--- src/include/strobe_dll_pkg.sv ---
// shared constants and types for the strobe delay-locked loop
package strobe_dll_pkg;
   // ------------------------------------------------------------
   // timing and widths
   // ------------------------------------------------------------
   localparam int          SETTING_W      = 6;
   localparam int          MAX_ELEMENTS   = 16;
   localparam int          LOCK_REF_CYCLES = 1280;
   localparam logic [5:0]  SETTING_RESET  = 6'h00;
   localparam logic [4:0]  CHAIN_RESET    = 5'h10;
   localparam logic [5:0]  MAX_CODE_FULL  = 6'h3F;
   localparam logic [5:0]  MAX_CODE_HALF  = 6'h1F;
   localparam logic [2:0]  MODE_LAST      = 3'h6;
   localparam logic [2:0]  MODE_HALF_FIRST = 3'h4;

   // ------------------------------------------------------------
   // modes and strobe routing
   // ------------------------------------------------------------
   typedef logic [2:0] freq_mode_type;

   typedef struct packed {
      logic capture_clk;   // shifted strobe to capture registers
      logic fabric_clk;    // shifted strobe to fabric resync
      logic neg_capture;   // complementary clock, negative-edge register
   } strobe_route_type;

   typedef struct packed {
      logic [5:0] fabric;
      logic [5:0] strobe_logic;
      logic [5:0] leveling;
   } setting_fanout_type;

   // elements used for a mode
   function automatic logic [4:0] mode_elements(input freq_mode_type m);
      case (m)
         3'h0:      mode_elements = 5'h10;
         3'h1,3'h4: mode_elements = 5'h0C;
         3'h2,3'h5: mode_elements = 5'h0A;
         default:   mode_elements = 5'h08;
      endcase
   endfunction
endpackage

--- src/core/strobe_dll_delay_control.sv ---
// delay-locked loop control: compare, count, lock wait and strobe routing
// ------------------------------------------------------------
// ------------------------------------------------------------
`timescale 1ns/1ps
`default_nettype none
module strobe_dll_delay_control
   import strobe_dll_pkg::*;
#(
   parameter int LOCK_CYCLES = LOCK_REF_CYCLES,
   parameter int CHAIN_MAX   = MAX_ELEMENTS
) (
   input  wire logic               clk,
   input  wire logic               rstn,
   input  wire logic               ref_from_pll,     // reference source select
   input  wire logic               ref_pll_clk,      // sampled reference levels
   input  wire logic               ref_pin_clk,
   input  wire logic               chain_out,        // last chain element output
   input  wire logic               fabric_reset,
   input  wire logic               pin_reset,
   input  wire freq_mode_type      freq_mode,
   input  wire logic               zero_shift,
   input  wire logic               use_ioe_resync,
   input  wire logic               qdr_mode,
   input  wire logic               strobe_in,
   input  wire logic               strobe_shifted,   // from external delay chain
   input  wire logic               cq_n_shifted,
   input  wire logic [6:0]         offset_in,        // sign plus magnitude, gray
   output logic                    ref_to_chain,
   output logic [4:0]              chain_length,
   output setting_fanout_type      setting_out,
   output logic [6:0]              offset_to_strobe,
   output strobe_route_type        route,
   output logic                    locked
);
   // ------------------------------------------------------------
   // elaboration checks
   // ------------------------------------------------------------
   initial begin
      if (CHAIN_MAX > MAX_ELEMENTS || CHAIN_MAX < 8) $error("chain length unsupported");
      if (LOCK_CYCLES < 1) $error("lock count too small");
   end

   // ------------------------------------------------------------
   // reset synchroniser
   // ------------------------------------------------------------
   logic rst_meta;
   logic rst_sync;
   always_ff @(posedge clk or negedge rstn) begin
      if (!rstn) begin
         rst_meta <= 1'b0;
         rst_sync <= 1'b0;
      end else begin
         rst_meta <= 1'b1;
         rst_sync <= rst_meta;
      end
   end

   // loop reset from either source, registered so outputs stay flop-driven
   logic loop_reset;
   logic next_loop_reset;
   always_comb begin
      next_loop_reset = fabric_reset | pin_reset;
   end

   // ------------------------------------------------------------
   // reference selection and phase comparison
   // ------------------------------------------------------------
   logic ref_sel;
   logic next_ref_sel;
   logic ref_prev;
   logic step;
   logic up;
   logic next_step;
   logic next_up;
   logic [5:0] max_code;
   logic [5:0] gray;

   always_comb begin
      next_ref_sel = ref_from_pll ? ref_pll_clk : ref_pin_clk;
      // at each reference rise, a low chain output means delay too short
      next_step = ref_sel & ~ref_prev & ~loop_reset;
      next_up   = ~chain_out;
      max_code  = (freq_mode >= MODE_HALF_FIRST) ? MAX_CODE_HALF : MAX_CODE_FULL;
   end

   always_ff @(posedge clk or negedge rst_sync) begin
      if (!rst_sync) begin
         loop_reset <= 1'b1;
         ref_sel    <= 1'b0;
         ref_prev   <= 1'b0;
         step       <= 1'b0;
         up         <= 1'b0;
      end else begin
         loop_reset <= next_loop_reset;
         ref_sel    <= next_ref_sel;
         ref_prev   <= ref_sel;
         step       <= next_step;
         up         <= next_up;
      end
   end

   // counter resets with the loop as well as the device
   logic cnt_rst_n;
   assign cnt_rst_n = rst_sync & ~loop_reset;

   gray_step_counter #(
      .WIDTH (SETTING_W)
   ) u_counter (
      .clk     (clk),
      .rst_n   (cnt_rst_n),
      .step    (step),
      .up      (up),
      .max_bin (max_code),
      .gray    (gray)
   );

   // ------------------------------------------------------------
   // lock wait counter in reference cycles
   // ------------------------------------------------------------
   localparam int LOCK_W = $clog2(LOCK_CYCLES+1);
   logic [LOCK_W-1:0] lock_cnt;
   logic [LOCK_W-1:0] next_lock_cnt;
   logic next_locked;

   always_comb begin
      next_lock_cnt = lock_cnt;
      next_locked   = locked;
      if (loop_reset) begin
         next_lock_cnt = '0;
         next_locked   = 1'b0;
      end else if (ref_sel && !ref_prev && !locked) begin
         next_lock_cnt = lock_cnt + 1'b1;
         if (lock_cnt == LOCK_W'(LOCK_CYCLES - 1)) begin
            next_locked = 1'b1;
         end
      end
   end

   // ------------------------------------------------------------
   // output registers: fanout, chain length, routing
   // ------------------------------------------------------------
   setting_fanout_type next_setting;
   strobe_route_type   next_route;
   logic [6:0]         next_offset;
   logic [4:0]         next_chain;
   logic               shifted;

   always_comb begin
      // modes 4-7 keep the top bit at zero
      next_setting.fabric       = (freq_mode >= MODE_HALF_FIRST) ? {1'b0, gray[4:0]} : gray;
      next_setting.strobe_logic = next_setting.fabric;
      next_setting.leveling     = next_setting.fabric;
      next_offset = offset_in;
      next_chain  = mode_elements((freq_mode > MODE_LAST) ? MODE_LAST : freq_mode);
      if (next_chain > 5'(CHAIN_MAX)) begin
         next_chain = 5'(CHAIN_MAX);
      end
      // zero-degree strobe goes straight through, no loop involvement
      shifted = zero_shift ? strobe_in : strobe_shifted;
      next_route.capture_clk = shifted;
      next_route.fabric_clk  = use_ioe_resync ? 1'b0 : shifted;
      next_route.neg_capture = qdr_mode ? cq_n_shifted : 1'b0;
   end

   always_ff @(posedge clk or negedge rst_sync) begin
      if (!rst_sync) begin
         lock_cnt         <= '0;
         locked           <= 1'b0;
         setting_out      <= '0;
         offset_to_strobe <= 7'h00;
         chain_length     <= CHAIN_RESET;
         route            <= '0;
         ref_to_chain     <= 1'b0;
      end else begin
         lock_cnt         <= next_lock_cnt;
         locked           <= next_locked;
         setting_out      <= next_setting;
         offset_to_strobe <= next_offset;
         chain_length     <= next_chain;
         route            <= next_route;
         ref_to_chain     <= ref_sel;
      end
   end

   // ------------------------------------------------------------
   // assertions
   // ------------------------------------------------------------
   a_half_top_bit: assert property (@(posedge clk) disable iff (!rst_sync)
      $past(freq_mode) >= MODE_HALF_FIRST |-> setting_out.fabric[5] == 1'b0)
      else $error("top bit set in half-width mode");
   a_fanout_equal: assert property (@(posedge clk) disable iff (!rst_sync)
      setting_out.fabric == setting_out.leveling && setting_out.fabric == setting_out.strobe_logic)
      else $error("setting fanout mismatch");
   a_reset_unlock: assert property (@(posedge clk) disable iff (!rst_sync)
      loop_reset |=> !locked)
      else $error("lock held through loop reset");
   a_lock_early: assert property (@(posedge clk) disable iff (!rst_sync)
      $rose(locked) |-> lock_cnt == LOCK_W'(LOCK_CYCLES))
      else $error("lock asserted at wrong count");
   a_reset_source: assert property (@(posedge clk) disable iff (!rst_sync)
      (fabric_reset || pin_reset) |=> loop_reset)
      else $error("reset request ignored");
   a_zero_bypass: assert property (@(posedge clk) disable iff (!rst_sync)
      zero_shift |=> route.capture_clk == $past(strobe_in))
      else $error("zero shift not bypassed");
   a_qdr_only: assert property (@(posedge clk) disable iff (!rst_sync)
      !qdr_mode |=> !route.neg_capture)
      else $error("negative capture outside qdr");
   a_resync_gate: assert property (@(posedge clk) disable iff (!rst_sync)
      use_ioe_resync |=> !route.fabric_clk)
      else $error("fabric strobe while resync in use");
   a_chain_bound: assert property (@(posedge clk) disable iff (!rst_sync)
      chain_length <= 5'h10)
      else $error("chain longer than sixteen");
   a_offset_route: assert property (@(posedge clk) disable iff (!rst_sync)
      offset_to_strobe == $past(offset_in))
      else $error("offset not forwarded");

   c_lock_reached: cover property (@(posedge clk) disable iff (!rst_sync) $rose(locked));
   c_step_up:      cover property (@(posedge clk) disable iff (!rst_sync) step && up);
   c_step_down:    cover property (@(posedge clk) disable iff (!rst_sync) step && !up);
   c_half_mode:    cover property (@(posedge clk) disable iff (!rst_sync) freq_mode == 3'h4 && locked);
endmodule // strobe_dll_delay_control
`default_nettype wire

--- src/core/gray_step_counter.sv ---
// gray-coded saturating up/down delay counter
`timescale 1ns/1ps
`default_nettype none
module gray_step_counter
   import strobe_dll_pkg::*;
#(
   parameter int WIDTH = SETTING_W
) (
   input  wire logic             clk,
   input  wire logic             rst_n,
   input  wire logic             step,
   input  wire logic             up,
   input  wire logic [WIDTH-1:0] max_bin,
   output logic      [WIDTH-1:0] gray
);
   initial begin
      if (WIDTH < 2) $error("width too small");
   end

   logic [WIDTH-1:0] bin;
   logic [WIDTH-1:0] next_bin;

   // saturate instead of wrapping; if the limit drops on a mode change,
   // walk down one code a cycle so the gray output never jumps two bits
   always_comb begin
      next_bin = bin;
      if (bin > max_bin) begin
         next_bin = bin - 1'b1;
      end else if (step && up && bin != max_bin) begin
         next_bin = bin + 1'b1;
      end else if (step && !up && bin != '0) begin
         next_bin = bin - 1'b1;
      end
   end

   always_ff @(posedge clk or negedge rst_n) begin
      if (!rst_n) begin
         bin  <= '0;
         gray <= '0;
      end else begin
         bin  <= next_bin;
         gray <= next_bin ^ (next_bin >> 1);
      end
   end

   a_gray_one_bit: assert property (@(posedge clk) disable iff (!rst_n)
      $countones(gray ^ $past(gray)) <= 1)
      else $error("gray code moved more than one bit");
   a_count_no_wrap: assert property (@(posedge clk) disable iff (!rst_n)
      (bin == '0 && step && !up && max_bin != '0) |=> bin == '0)
      else $error("counter wrapped below zero");
endmodule // gray_step_counter
`default_nettype wire

--- config.mk ---
export PLATFORM = sky130hd
export DESIGN_NAME = strobe_dll_delay_control
export DESIGN_NICKNAME = d
export VERILOG_FILES = /design/src/include/strobe_dll_pkg.sv /design/src/core/strobe_dll_delay_control.sv /design/src/core/gray_step_counter.sv
export SDC_FILE = /design/constraint.sdc
export NUM_CORES = 1
export LEC_CHECK = 0
export ABC_AREA = 1
export BUFFER_PORTS_ARGS = -buffer_cell sky130_fd_sc_hd__buf_2
export CAP_MARGIN = 15
export CORE_MARGIN = 2
export CORE_UTILIZATION = 45
export CTS_BUF_LIST = sky130_fd_sc_hd__clkbuf_8
export DETAILED_ROUTE_END_ITERATION = 16
export PLACE_DENSITY = 0.75
export SKIP_CTS_REPAIR_TIMING = 1
export SLEW_MARGIN = 0
export SYNTH_ARGS = -nofsm -noshare
export SYNTH_HDL_FRONTEND = slang
export SYNTH_SLANG_ARGS = --single-unit
--- constraint.sdc ---
create_clock -name clk -period 1.97 [get_ports clk]
set_clock_uncertainty 0.15 [all_clocks]
set_input_delay 0.197 -clock clk [delete_from_list [all_inputs] [get_ports clk]]
set_output_delay 0.197 -clock clk [all_outputs]
set_load 0.01 [all_outputs]
==> metrics.cfg <==
[power_and_ir_drop]
power.density_nw_per_um2=1100
switching_share_pct=39.9
p_int_mw=2.03
pwr-share-seq_pct=42.2
clkPwrFrac_pct=18.4
share_comb_of_total_power_pct=39.5
vdd_drop_max_uv=737
p_leak_nw=1.59
p_switching_mw=1.35

[synth]
yosys.area.top_type=dfrtp_1
ys.flop_type=dfrtp_1
synthArstFlopShare_pct=100
yosys-top-cells-area=dfrtp_1 49%, nand2_1 11%, inv_1 5.2%
yosys-top-cells-count=73 x nand2_1, 48 x dfrtp_1, 34 x inv_1
syn_nets=308
syn_area_per_cell_sq_um=8.76
synth_warnings=0
ys_ff_latch=50
synthCells=278
yosysUniqueCellTypes=36
synth_seq_area_share_pct=51.5
synth-edff-count=0
yosys.area.top_type_share_pct=49.3
synth_area_sq_um=2440
yosysMostFrequentCell=nand2_1

[timing]
max_freq_mhz=549
fin_crit_sh_pct=92.4
finalMaxSlewViolations=0
hold_viol=0
finalCriticalPeriod_ns=1.82
finalSetupViolations=0

[placement]
placed_area_sq_um=2710
place_congestion=0.944
port_buffers=57
hpwl_um=3600

[grt]
grt_overflow=0
grt_max_degree=19
first_global_vias=1839
grt_usage_pct=16.6
antenna_found_initial=0
grt_pass1_wl_um=7960

[floorplanning]
start_util_pct=47.1
die_y_um=77.6
core_area_sq_um=5170
num_rows=26
io_pins=59
die_area_sq_um=6020
die_w_um=77.6

[worst_setup_path]
crit_required_ns=2.02
cp-start-kind=register
cp.arrival_ns=1.87
path_class=reg2reg
cp-startpoint=u_counter.bin[0]
timing.rr.start=u_counter.bin[0]
crit_fanout=7
crit_path_end_kind=register

[routing]
route.vias.total=2006
drc_errors=0
drt-pass1-iter-count=4
routed_wl_um=5200
drtAntennaViolNets=0
drtIter0Drc=47
wire_per_inst_um=12.2
vias_per_cell=4.70

[final_layout]
design_area_sq_um=3070
drive_gt1_share_pct=29.7
diodes=0
nNetsFinal=386
fin_util_pct=59.4
area_delta_synth_final_pct=26.1

[hold_path]
hp-class=in2reg
hp-start=freq_mode[1]

[clock_tree]
root_buffer=clkbuf_8
clk_path_buf_depth=2
cts_tree=done
numCtsBuffers=5
insertion_delay_ns=0.31
htree_num_levels=2
cts_sinks=50
cts.reportedPaths.clkPinSlew_ns=0.09

[status]
status=finished, final reports clean

[flow_run]
maxCapViolations=0

==> path summary, 6_finish.rpt <==
kind	end	slack (ns)	cells after the start
min in group asynchronous	rst_meta	0.07	2
max in group asynchronous	up	0.89	1
setup reg to reg	u_counter.gray[0]	0.15	11
hold / removal	chain_length[1]	0.02	3
setup / recovery	u_counter.gray[0]	0.15	11
hold reg to reg	chain_length[4]	0.15	0
==> worst max-delay path, cell delays in order (launching register included) <==
cell and delay [ns]:
dfrtp_2 0.46, ha_2 0.23, nand3_4 0.11, nor2_4 0.07, nor2_4 0.17, clkinv_2 0.12
nand2_1 0.08, nand2_1 0.05, nand2_1 0.10, nand2_2 0.08, nand2_1 0.06, nand2_1 0.05
==> cell families (layout without fill, tap and decap cells) <==
kind of cell	after synthesis	after routing	share of synthesized area, %
AO/OA/AOI/OAI	24	24	5.75
XOR/XNOR	5	5	1.80
multiplexers	1	1	0.462
other	2	2	0.308
buffers and inverters	55	134	11.2
AND/OR/NAND/NOR	135	135	25.9
adder cells (fa/ha/maj)	6	6	3.08
flip-flops	50	50	51.5
==> placed cells by master (no fill, tap or decap), types with 4 or more instances in the layout <==
cell type / instances
nor2_1: 21
nand3_1: 14
buf_2: 57
a21oi_1: 11
clkbuf_8: 5
dlygate4sd3_1: 24
nand2_1: 73
ha_1: 5
nor2_2: 6
dfrtp_1: 45
o21ai_0: 7
buf_4: 6
xor2_1: 4
inv_2: 4
nand2_2: 4
inv_1: 32
==> flip-flops by register name, summed over array words and instances, names as in the netlist, 3 cells and up <==
| name | flops |
|---|---|
| lock_cnt | 11 |
| offset_to_strobe | 7 |
| setting_out | 6 |
| u_counter.bin | 6 |
| u_counter.gray | 5 |
| chain_length | 4 |
| route | 3 |
==> stage by stage <==
step	hold WS, ns	setup slack, ns	power, mW	std cells	setup TNS (ns)
finish	0.0183	0.149	3.37	427	0
global route	0.0274	-0.00136	3.65	427	-0.00136
CTS	-0.502	0.0593	3.29	400	0
detailed placement	-0.166	0.0730	2.67	392	0
global placement	-0.168	0.0934	2.64	392	0
floorplan	-0.249	0.111	2.45	278	0
==> layout make-up <==
type | count | area (sq um)
fill | 435 | 2100
sequential | 50 | 1260
multi-input combinational | 173 | 912
timing repair buffer | 87 | 571
inverter | 39 | 150
tap | 70 | 87.6
clock buffer | 5 | 68.8
clock inverter | 3 | 26.3
==> routing by layer <==
layer / GRT usage [%] / vias to the layer above / wire (um)
li1: - / 998 / -
met1: 19.6 / 957 / 2060
met2: 29.6 / 40 / 2840
met3: 4.30 / 11 / 221
met4: 5.36 / 0 / 80
met5: 0 / - / 0
==> power groups by stage <==
stage / registers (mW) / logic [mW] / clock network, mW
after floorplan: 1.40 / 1.05 / 0
after global placement: 1.44 / 1.19 / 0
after detailed placement: 1.44 / 1.22 / 0
after CTS: 1.43 / 1.23 / 0.639
after global routing: 1.45 / 1.52 / 0.685
final: 1.42 / 1.33 / 0.620
No activity file was read; power rests on OpenSTA's default activity.
